<file path="src/hdl/sahm_pkg.sv">
// constants, types and register map of the servo alarm history monitor
// Notes on behaviour
// - history keeps fourteen newest alarms, viewable
// - a recorded alarm's code becomes history entry zero
// - codes 11,13,36,37,38,95 never recorded
// - display flashes while an alarm is active
// - encoder link faults coded 21, 23, 48
// - absolute encoder faults coded 40..47
// - alarm output valid about two seconds after power
// - control logic starts from control power alone
// - clear on incremental encoder shows error
// - power-on monitor item from default selection
// - reverse speed shown with minus, r/min
// - torque shown in percent of rated
// - control mode shown, one of four
// - regeneration ratio percent of detection level
// - overload ratio percent of rated load
// - analog beyond ten volts flagged inaccurate
package sahm_pkg;
  localparam int CLK_HZ = 10_000_000;
  localparam int POR_MS = 2000;
  localparam int POR_CYC = POR_MS * (CLK_HZ / 1000);
  localparam int FLASH_MS = 250;
  localparam int FLASH_CYC = FLASH_MS * (CLK_HZ / 1000);
  localparam int HIST_DEPTH = 14;
  localparam int NUM_CAUSE = 27;
  localparam int PCT_FULL = 100;
  localparam logic [15:0] ANALOG_LIMIT_MV = 16'h2710;
  // fault input index to alarm code, lowest index has priority
  localparam logic [6:0] CAUSE_CODE [NUM_CAUSE] = '{
    7'h0B, 7'h0C, 7'h0D, 7'h0E, 7'h0F, 7'h10, 7'h12, 7'h15, 7'h17,
    7'h18, 7'h1A, 7'h1B, 7'h22, 7'h24, 7'h25, 7'h26, 7'h27, 7'h28,
    7'h29, 7'h2A, 7'h2C, 7'h2D, 7'h2E, 7'h2F, 7'h30, 7'h31, 7'h5F};
  localparam logic [7:0] REG_CTRL = 8'h00;
  localparam logic [7:0] REG_PARAM = 8'h04;
  localparam logic [7:0] REG_STATUS = 8'h08;
  localparam logic [7:0] REG_HSEL = 8'h0C;
  localparam logic [7:0] REG_HDATA = 8'h10;
  localparam logic [7:0] REG_MON = 8'h14;
  localparam logic [7:0] REG_MSEL = 8'h18;
  localparam int CTRL_ALM_CLR = 0;
  localparam int CTRL_ABS_START = 1;
  localparam int CTRL_ERR_CLR = 2;
  localparam logic [3:0] PARAM_RST = 4'h0;
  localparam logic [1:0] ENC_KIND_ABS = 2'h1;
  localparam logic [1:0] USAGE_ABS_A = 2'h0;
  localparam logic [1:0] USAGE_ABS_B = 2'h2;
  localparam int ST_ACTIVE = 8;
  localparam int ST_SETTLED = 9;
  localparam int ST_ABS_ERR = 10;
  localparam int ST_ABS_WAIT = 11;
  localparam int MON_NEG = 16;
  localparam int MON_OVR = 17;
  typedef enum logic [3:0] {
    MON_SPEED = 4'h0,
    MON_TORQUE = 4'h1,
    MON_MODE = 4'h2,
    MON_REGEN = 4'h3,
    MON_LOAD = 4'h4,
    MON_ANALOG = 4'h5
  } sahm_mon_t;
  typedef enum logic [0:0] {
    ABS_IDLE = 1'b0,
    ABS_WAIT_PWR = 1'b1
  } sahm_abs_t;
endpackage

</file>
<file path="src/hdl/sahm_hist_if.sv">
// carrier between the monitor core and its alarm history store
`timescale 1ns/1ns
`default_nettype none
interface sahm_hist_if;
  logic push;
  logic [6:0] push_code;
  logic [3:0] rd_idx;
  logic [6:0] rd_code;
  logic [3:0] count;
  modport mgr (output push, output push_code, output rd_idx, input rd_code, input count);
  modport store (input push, input push_code, input rd_idx, output rd_code, output count);
endinterface
`default_nettype wire

</file>
<file path="src/hdl/sahm_hist.sv">
// alarm history store, newest entry at index zero
`timescale 1ns/1ns
`default_nettype none
module sahm_hist #(
  parameter int DEPTH = sahm_pkg::HIST_DEPTH
) (
  input wire logic core_clk,
  input wire logic rst_n,
  sahm_hist_if.store hist
);
  logic [6:0] mem_r [DEPTH];
  logic [6:0] mem_nxt [DEPTH];
  logic [3:0] count_r;
  logic [3:0] count_nxt;

  genvar g;
  generate
    for (g = 0; g < DEPTH; g++)
    begin : g_ent
      if (g == 0)
      begin : g_head
        assign mem_nxt[g] = hist.push ? hist.push_code : mem_r[g];
      end
      else
      begin : g_tail
        // oldest falls off the end
        assign mem_nxt[g] = hist.push ? mem_r[g-1] : mem_r[g];
      end
    end
  endgenerate

  always_comb
  begin
    count_nxt = count_r;
    if (hist.push && count_r != 4'(DEPTH))
      count_nxt = count_r + 4'h1;
  end

  always_ff @(posedge core_clk or negedge rst_n)
  begin
    if (!rst_n)
    begin
      count_r <= 4'h0;
      for (int i = 0; i < DEPTH; i++)
        mem_r[i] <= 7'h00;
    end
    else
    begin
      count_r <= count_nxt;
      for (int i = 0; i < DEPTH; i++)
        mem_r[i] <= mem_nxt[i];
    end
  end

  // entries past the fill level read as zero
  assign hist.rd_code = (hist.rd_idx < count_r) ? mem_r[hist.rd_idx] : 7'h00;
  assign hist.count = count_r;
endmodule
`default_nettype wire

</file>
<file path="src/hdl/sahm_top.sv">
// servo supervisory core: alarms, history, flashing, power-on delay, monitor
//
// Decided for this implementation: the register addresses and the APB interface to the registers.
`timescale 1ns/1ns
`default_nettype none
module sahm_top #(
  parameter int POR_CYC = sahm_pkg::POR_CYC,
  parameter int FLASH_CYC = sahm_pkg::FLASH_CYC
) (
  input wire logic core_clk,
  input wire logic resetn,
  input wire logic [7:0] paddr,
  input wire logic psel,
  input wire logic penable,
  input wire logic pwrite,
  input wire logic [31:0] pwdata,
  output logic [31:0] prdata,
  output logic pready,
  output logic pslverr,
  input wire logic [sahm_pkg::NUM_CAUSE-1:0] fault_flags,
  input wire logic [3:0] default_display_select,
  input wire logic [1:0] control_mode,
  input wire logic [15:0] motor_speed_rpm,
  input wire logic [15:0] torque_cmd,
  input wire logic [15:0] rated_torque,
  input wire logic [15:0] regen_load,
  input wire logic [15:0] regen_level,
  input wire logic [15:0] load_val,
  input wire logic [15:0] rated_load,
  input wire logic [15:0] analog_mv,
  output logic fault_output_n,
  output logic display_flash,
  output logic encoder_clear
);
  logic rst_s1_r;
  logic rst_n;
  sahm_hist_if hist_if ();

  // control power alone releases reset; no main power term
  always_ff @(posedge core_clk or negedge resetn)
  begin
    if (!resetn)
    begin
      rst_s1_r <= 1'b0;
      rst_n <= 1'b0;
    end
    else
    begin
      rst_s1_r <= 1'b1;
      rst_n <= rst_s1_r;
    end
  end

  sahm_hist u_hist (
    .core_clk(core_clk),
    .rst_n(rst_n),
    .hist(hist_if)
  );

  function automatic logic [15:0] mag16(input logic [15:0] v);
    return v[15] ? 16'(-v) : v;
  endfunction

  function automatic logic [15:0] pct(input logic [15:0] num, input logic [15:0] den);
    logic [22:0] q;
    q = (den == 16'h0000) ? 23'h7FFFFF : (23'(num) * 23'(sahm_pkg::PCT_FULL)) / 23'(den);
    return (q > 23'h00FFFF) ? 16'hFFFF : q[15:0];
  endfunction

  function automatic logic recordable(input logic [6:0] c);
    return !(c == 7'h0B || c == 7'h0D || c == 7'h24 || c == 7'h25 ||
      c == 7'h26 || c == 7'h5F);
  endfunction

  logic [31:0] prdata_r, prdata_nxt;
  logic pready_r, pready_nxt;
  logic pslverr_r, pslverr_nxt;
  logic [3:0] param_r, param_nxt;
  logic [3:0] hsel_r, hsel_nxt;
  sahm_pkg::sahm_mon_t msel_r, msel_nxt;
  logic boot_r;
  logic alm_active_r, alm_active_nxt;
  logic [6:0] cur_code_r, cur_code_nxt;
  logic [31:0] por_cnt_r, por_cnt_nxt;
  logic settled_r, settled_nxt;
  logic [31:0] flash_cnt_r, flash_cnt_nxt;
  logic flash_r, flash_nxt;
  logic fout_r, fout_nxt;
  sahm_pkg::sahm_abs_t abs_st_r, abs_st_nxt;
  logic abs_err_r, abs_err_nxt;
  logic enc_clr_r, enc_clr_nxt;
  logic [17:0] mon_r, mon_nxt;
  logic push_r, push_nxt;

  logic access, wr_done, mapped, alm_new, flash_tick, enc_ok, start_wr;
  logic [6:0] cause_code;
  logic [15:0] mag;
  logic neg, ovr;

  assign access = psel && penable && !pready_r;
  // write lands on the edge where the master sees pready
  assign wr_done = psel && penable && pready_r && pwrite;
  assign mapped = (paddr == sahm_pkg::REG_CTRL) || (paddr == sahm_pkg::REG_PARAM) ||
    (paddr == sahm_pkg::REG_STATUS) || (paddr == sahm_pkg::REG_HSEL) ||
    (paddr == sahm_pkg::REG_HDATA) || (paddr == sahm_pkg::REG_MON) ||
    (paddr == sahm_pkg::REG_MSEL);
  assign start_wr = wr_done && paddr == sahm_pkg::REG_CTRL && pwdata[sahm_pkg::CTRL_ABS_START];
  assign enc_ok = param_r[3:2] == sahm_pkg::ENC_KIND_ABS &&
    (param_r[1:0] == sahm_pkg::USAGE_ABS_A || param_r[1:0] == sahm_pkg::USAGE_ABS_B);
  assign alm_new = !alm_active_r && (|fault_flags);
  assign flash_tick = flash_cnt_r == 32'(FLASH_CYC - 1);

  always_comb
  begin
    cause_code = 7'h00;
    for (int i = sahm_pkg::NUM_CAUSE - 1; i >= 0; i--)
      if (fault_flags[i])
        cause_code = sahm_pkg::CAUSE_CODE[i];
  end

  always_comb
  begin
    mag = 16'h0000;
    neg = 1'b0;
    ovr = 1'b0;
    case (msel_r)
      sahm_pkg::MON_SPEED:
      begin
        mag = mag16(motor_speed_rpm);
        neg = motor_speed_rpm[15];
      end
      sahm_pkg::MON_TORQUE:
      begin
        mag = pct(mag16(torque_cmd), rated_torque);
        neg = torque_cmd[15];
      end
      sahm_pkg::MON_MODE: mag = {14'h0000, control_mode};
      sahm_pkg::MON_REGEN: mag = pct(regen_load, regen_level);
      sahm_pkg::MON_LOAD: mag = pct(load_val, rated_load);
      sahm_pkg::MON_ANALOG:
      begin
        mag = mag16(analog_mv);
        neg = analog_mv[15];
        ovr = mag > sahm_pkg::ANALOG_LIMIT_MV;
      end
      default: mag = 16'h0000;
    endcase
  end

  always_comb
  begin
    prdata_nxt = prdata_r;
    pready_nxt = access;
    pslverr_nxt = access && !mapped;
    param_nxt = param_r;
    hsel_nxt = hsel_r;
    msel_nxt = msel_r;
    alm_active_nxt = alm_active_r;
    cur_code_nxt = cur_code_r;
    por_cnt_nxt = por_cnt_r;
    settled_nxt = settled_r;
    flash_cnt_nxt = flash_tick ? 32'h0000_0000 : flash_cnt_r + 32'h0000_0001;
    flash_nxt = flash_r;
    abs_st_nxt = abs_st_r;
    abs_err_nxt = abs_err_r;
    enc_clr_nxt = 1'b0;
    push_nxt = 1'b0;
    mon_nxt = {ovr, neg && mag != 16'h0000, mag};
    if (access)
    begin
      case (paddr)
        sahm_pkg::REG_PARAM: prdata_nxt = {28'h0000000, param_r};
        sahm_pkg::REG_STATUS:
          prdata_nxt = {16'h0000, 4'(hist_if.count), abs_st_r == sahm_pkg::ABS_WAIT_PWR,
            abs_err_r, settled_r, alm_active_r, 1'b0, cur_code_r};
        sahm_pkg::REG_HSEL: prdata_nxt = {28'h0000000, hsel_r};
        sahm_pkg::REG_HDATA: prdata_nxt = {25'h0000000, hist_if.rd_code};
        sahm_pkg::REG_MON: prdata_nxt = {14'h0000, mon_r};
        sahm_pkg::REG_MSEL: prdata_nxt = {28'h0000000, msel_r};
        default: prdata_nxt = 32'h0000_0000;
      endcase
    end
    if (wr_done)
    begin
      case (paddr)
        sahm_pkg::REG_PARAM: param_nxt = pwdata[3:0];
        sahm_pkg::REG_HSEL: hsel_nxt = pwdata[3:0];
        sahm_pkg::REG_MSEL: msel_nxt = sahm_pkg::sahm_mon_t'(pwdata[3:0]);
        default: hsel_nxt = hsel_r;
      endcase
    end
    if (!boot_r)
      msel_nxt = sahm_pkg::sahm_mon_t'(default_display_select);
    // clear only when no cause remains, so a fresh fault wins
    if (wr_done && paddr == sahm_pkg::REG_CTRL && pwdata[sahm_pkg::CTRL_ALM_CLR] &&
      !(|fault_flags))
    begin
      alm_active_nxt = 1'b0;
      cur_code_nxt = 7'h00;
    end
    if (alm_new)
    begin
      alm_active_nxt = 1'b1;
      cur_code_nxt = cause_code;
      push_nxt = recordable(cause_code);
    end
    if (!alm_active_r)
      flash_nxt = 1'b0;
    else if (flash_tick)
      flash_nxt = !flash_r;
    if (!settled_r)
    begin
      por_cnt_nxt = por_cnt_r + 32'h0000_0001;
      settled_nxt = por_cnt_r == 32'(POR_CYC - 1);
    end
    // host must not judge the output before settled
    fout_nxt = settled_r && !alm_active_nxt;
    if (wr_done && paddr == sahm_pkg::REG_CTRL && pwdata[sahm_pkg::CTRL_ERR_CLR])
      abs_err_nxt = 1'b0;
    case (abs_st_r)
      sahm_pkg::ABS_IDLE:
        if (start_wr)
        begin
          if (enc_ok)
          begin
            enc_clr_nxt = 1'b1;
            abs_st_nxt = sahm_pkg::ABS_WAIT_PWR;
          end
          else
            abs_err_nxt = 1'b1;
        end
      sahm_pkg::ABS_WAIT_PWR: abs_st_nxt = sahm_pkg::ABS_WAIT_PWR;
      default: abs_st_nxt = sahm_pkg::ABS_IDLE;
    endcase
  end

  always_ff @(posedge core_clk or negedge rst_n)
  begin
    if (!rst_n)
    begin
      prdata_r <= 32'h0000_0000;
      pready_r <= 1'b0;
      pslverr_r <= 1'b0;
      param_r <= sahm_pkg::PARAM_RST;
      hsel_r <= 4'h0;
      msel_r <= sahm_pkg::MON_SPEED;
      boot_r <= 1'b0;
      alm_active_r <= 1'b0;
      cur_code_r <= 7'h00;
      por_cnt_r <= 32'h0000_0000;
      settled_r <= 1'b0;
      flash_cnt_r <= 32'h0000_0000;
      flash_r <= 1'b0;
      fout_r <= 1'b0;
      abs_st_r <= sahm_pkg::ABS_IDLE;
      abs_err_r <= 1'b0;
      enc_clr_r <= 1'b0;
      mon_r <= 18'h00000;
      push_r <= 1'b0;
    end
    else
    begin
      prdata_r <= prdata_nxt;
      pready_r <= pready_nxt;
      pslverr_r <= pslverr_nxt;
      param_r <= param_nxt;
      hsel_r <= hsel_nxt;
      msel_r <= msel_nxt;
      boot_r <= 1'b1;
      alm_active_r <= alm_active_nxt;
      cur_code_r <= cur_code_nxt;
      por_cnt_r <= por_cnt_nxt;
      settled_r <= settled_nxt;
      flash_cnt_r <= flash_cnt_nxt;
      flash_r <= flash_nxt;
      fout_r <= fout_nxt;
      abs_st_r <= abs_st_nxt;
      abs_err_r <= abs_err_nxt;
      enc_clr_r <= enc_clr_nxt;
      mon_r <= mon_nxt;
      push_r <= push_nxt;
    end
  end

  assign hist_if.push = push_r;
  assign hist_if.push_code = cur_code_r;
  assign hist_if.rd_idx = hsel_r;
  assign prdata = prdata_r;
  assign pready = pready_r;
  assign pslverr = pslverr_r;
  assign fault_output_n = fout_r;
  assign display_flash = flash_r;
  assign encoder_clear = enc_clr_r;
endmodule
`default_nettype wire

</file>
<file path="config.mk">
export PLATFORM = sky130hd
export DESIGN_NAME = sahm_top
export DESIGN_NICKNAME = d
export VERILOG_FILES = /design/src/hdl/sahm_pkg.sv /design/src/hdl/sahm_hist_if.sv /design/src/hdl/sahm_hist.sv /design/src/hdl/sahm_top.sv
export SDC_FILE = /design/constraint.sdc
export NUM_CORES = 2
export LEC_CHECK = 0
export CORE_MARGIN = 2
export CORE_UTILIZATION = 55
export DETAILED_ROUTE_END_ITERATION = 7
export DONT_BUFFER_PORTS = 1
export PLACE_DENSITY = 0.68
export SLEW_MARGIN = 20
export SYNTH_ARGS = -nofsm -noshare
export SYNTH_HDL_FRONTEND = slang
export SYNTH_SLANG_ARGS = --single-unit
</file>
<file path="constraint.sdc">
create_clock -name core_clk -period 14.9 [get_ports core_clk]
set_input_delay 0.745 -clock core_clk [delete_from_list [all_inputs] [get_ports core_clk]]
set_output_delay 0.745 -clock core_clk [all_outputs]
set_load 0.005 [all_outputs]
</file>
==> out/results.ini, run 1 <==
[status]
status = aborted with a tool error
stop_stage = global routing (5_1_grt)
error_line = [ERROR GRT-0232] Routing congestion too high. Check the congestion heatmap in the GUI.

[logic_synthesis]
yosysUniqueCellTypes = 146
yosys_register_bits = 234
ys_seq_area_frac = 0.0822
ys_warn_count = 0
synth_area_per_cell_um2 = 7.25
synthCells = 9819
ys_top_cells_by_count = ha_1, nand2_1, nor2_1, a21oi_1, o21ai_0
synth.most_common_cell = ha_1
async_reset_ff_frac = 1.00
synthTopCellsByArea = ha_1, dfrtp_1, xnor2_1
synth_top_cell_by_area = ha_1
postSynth.topFlopCell = dfrtp_1
synthesis.area_um2 = 71200
yosysTopAreaCellShare = 0.162
synth_enable_flop_cells = 0

[timing]
worstEpCategory = register input
grt-worst-endpoint = mon_r[16]$_DFF_PN0_/D

[global_route]
grt_usage = 0.685
grt_max_degree = 103
overflow = 247

[clock_tree]
cts_sinks = 234
root_buffer = clkbuf_16
htree_levels = 1
clockBufferDepth = 3
cts_buffers = 23

[placed_design]
pre_cts_slack_ns = -46.89
port_buffers = 0
gp_congestion = 1.03
dp_hpwl_um = 232000

[floorplanning]
die_h_um = 364
die_x_um = 364
ios = 243
initial_core_util = 0.552
rows = 132

## kinds of logic after synthesis
kind of cell / after synthesis / synth area share
buf+inv: 761 / 0.0417
compound gates: 3052 / 0.281
other cells: 2 / 0.000105
mux: 438 / 0.0713
fa+ha+maj: 958 / 0.172
xor+xnor: 784 / 0.0980
flops: 234 / 0.0822
simple gates: 3590 / 0.254
## per-layer routing
layer / track usage / overflow
met5: 0.340 / 2
met4: 0.540 / 75
met3: 0.521 / 24
met2: 0.890 / 115
met1: 0.704 / 31
## per-stage QoR
step | cell area, µm² | std cells
3_3_place_gp | 101000 | 14900
3_5_place_dp | 101000 | 14900
2_1_floorplan | 73200 | 9833
4_1_cts | 108000 | 15500
## what timing repair did
item,4_1_cts
gates cloned,5
hold buffers,1
resized for setup,568
endpoints found under the hold margin,2
setup buffers,522
pin swaps,408
setup endpoints to repair,17
==> run 2, diff against run 1 <==
CORE_UTILIZATION = 40   (was 55)
PLACE_DENSITY = not set   (was 0.68)
PLACE_DENSITY_LB_ADDON = 0.15   (was not set)
==> run 2 against run 1 <==
The flow now finishes, with violations (setup timing). Area after synthesis unchanged. Synthesized cell count unchanged.
==> out/results.ini, run 2 <==
[run]
drv_cap = 0

[clock_tree]
clk_transition_reported_paths_ns = 0.06
clk_latency_ns = 0.53
root_buffer = clkbuf_16
clockBufferDepth = 3  ; unchanged
cts_buffers = 25  ; +8.7%
cts_tree = built
cts_sinks = 234  ; unchanged
htree_levels = 1  ; unchanged

[routing]
wire_per_inst_um = 18.3
drtAntennaViolNets = 0
firstDrtPassIters = 6
drcViolationCount = 0
drt-vias-per-instance = 5.58
wl_um = 296000
vias = 90500
drt_iter0_drc = 5342

[critical_path]
r2r-start = msel_r[2]
critPathCapture = mon_r[16]
cp.depth = 360
startpoint_type = primary input
cpMostUsedCell = buf_4
crit_arrival_ns = 60.28
crit_start = torque_cmd[4]
reg2reg_depth = 15
rr_endpoint = mon_r[16]
critical-path-max-stage-delay_ns = 0.52
cpMaxStageDelayCell = or4_4
critPathBufInv = 70
cp_max_fo = 7
worst_path_dominant_cell_family = compound AO/OA/AOI/OAI gates
crit_type = in -> reg
r2r_slack_ns = 10.28
worstPathRequired_ns = 15.32
end_kind = flip-flop

[global_route]
gr-usage-met1 = 0.384
grt_pass1_wl_um = 468000
grt_max_degree = 70
antenna_found_initial = 11
globalRouteMet3Util = 0.0262
overflow = 0
grt_usage = 0.312
met2_usage = 0.541
gr-max-usage-layer = met2
grt_pass1_vias = 90900

[placed_design]
placed_cell_area_um2 = 103000  ; +1.6%
dp_hpwl_um = 239000  ; +3.1%
gp_congestion = 0.981  ; -4.8%
port_buffers = 0  ; unchanged

[cells_and_area]
reg.largest.list = u_hist.mem_r x98, flash_cnt_r x32, por_cnt_r x32
largest_reg_flops = 98
multi_input_area_um2 = 66300
top_register = u_hist.mem_r
layout_commonest_cell = buf_4
seq_area_um2 = 5860
final_cell_mix = buf_4, ha_1, nand2_1, nor2_1, a21oi_1
layout-drive-gt1-share = 0.392
postLayoutCellArea_um2 = 110000
n_fill_cell = 15800
area_growth_pct = 54.7
nets = 15000

[status]
status = finished, violations left
violations = setup timing

[logic_synthesis]
synthesis.area_um2 = 71200  ; unchanged
async_reset_ff_frac = 1.00  ; unchanged
synth_enable_flop_cells = 0  ; unchanged
yosys_register_bits = 234  ; unchanged
ys_top_cells_by_count = ha_1, nand2_1, nor2_1, a21oi_1, o21ai_0
ys_seq_area_frac = 0.0822  ; unchanged
yosysTopAreaCellShare = 0.162  ; unchanged
postSynth.topFlopCell = dfrtp_1
synthTopCellsByArea = ha_1, dfrtp_1, xnor2_1
synth_area_per_cell_um2 = 7.25  ; unchanged
yosysUniqueCellTypes = 146  ; unchanged
ys_warn_count = 0  ; unchanged
synth.most_common_cell = ha_1
synth_top_cell_by_area = ha_1
synthCells = 9819  ; unchanged

[timing]
rsz0062_at_grt = yes
tightest_slew_ns = 1.04
fin_worst_skew_ns = 0.0210
maxClockFrequency_mhz = 16.7
setup_viol = 17
period_minus_slack_ns = 59.86
finalMaxSlewViolations = 0
min_period_over_period = 4.02
final_hold_viol_count = 0
relSlewSlack = 0.306
worst_slack_ns = -44.96

[floorplanning]
die_h_um = 426  ; +17%
core_area_um2 = 176000
ios = 243  ; unchanged
die_x_um = 426  ; +17%
rows = 154  ; +17%
initial_core_util = 0.403  ; -0.149
die-area_um2 = 181000

[min_path]
hp-class = in -> reg

run 2: cell counts after synthesis:
No cell type changed its count.
run 2: worst min-delay path by stage:
stage	from	to	slack, ns	cells after the start
2_1_floorplan	rst_s1_r	rst_n	0.33	0
3_3_place_gp	rst_s1_r	rst_n	0.34	0
3_5_place_dp	rst_s1_r	rst_n	0.34	0
4_1_cts	fault_flags[0]	hist_if.push	0.28	1
5_1_grt	fault_flags[0]	hist_if.push	0.27	1
6_report	fault_flags[0]	hist_if.push	0.31	1
run 2: logic make-up (layout without fill, tap and decap cells):
family,after synthesis,count (layout),synth area share
XOR/XNOR,784,784,0.0980
AND/OR/NAND/NOR,3590,3590,0.254
buffers and inverters,761,4783,0.0417
multiplexers,438,438,0.0713
other,2,36,0.000105
flip-flops,234,234,0.0822
AO/OA/AOI/OAI,3052,3054,0.281
adder cells (fa/ha/maj),958,958,0.172
run 2: per-stage QoR:
| stage | util | worst slack [ns] | std cells | hold slack, ns | TNS (ns) |
|---|---|---|---|---|---|
| floorplan | - | -44.87 | 9833 | 0.331 | -402.37 |
| finish | 0.624 | -44.96 | 16200 | 0.307 | -403.15 |
| CTS | 0.614 | -43.61 | 16100 | 0.279 | -392.94 |
| detailed placement | 0.582 | -46.94 | 15700 | 0.336 | -433.37 |
| global placement | 0.582 | -46.18 | 15700 | 0.338 | -425.21 |
| global route | 0.624 | -48.32 | 16200 | 0.274 | -437.65 |
run 2: cell type report:
class,instances,area share
Clock inverter,10,0.000784
Clock buffer,32,0.00610
Inverter,484,0.0166
Tap cell,2340,0.0266
Timing Repair Buffer,4257,0.294
Multi-Input combinational cell,8840,0.602
Antenna cell,20,0.000454
Sequential cell,234,0.0532
run 2: repair_timing:
| action | CTS | global route |
|---|---|---|
| gates resized for setup | 408 | 258 |
| hold endpoints to repair | 2 | 0 |
| setup buffers | 417 | 106 |
| hold buffers | 1 | 0 |
| pin swaps | 355 | 225 |
| setup endpoints to repair | 17 | 17 |
| gates cloned | 3 | 0 |
run 2: routing by layer:
| metal | share of wire | wire length [µm] |
|---|---|---|
| met3 | 0.043 | 12800 |
| met1 | 0.43 | 127000 |
| met2 | 0.47 | 140000 |
| met5 | 0 | 0 |
| met4 | 0.057 | 16900 |
Power of run 2 is not shown: default switching activity piles up to over one toggle a cycle in this logic, so the estimate is an artifact.
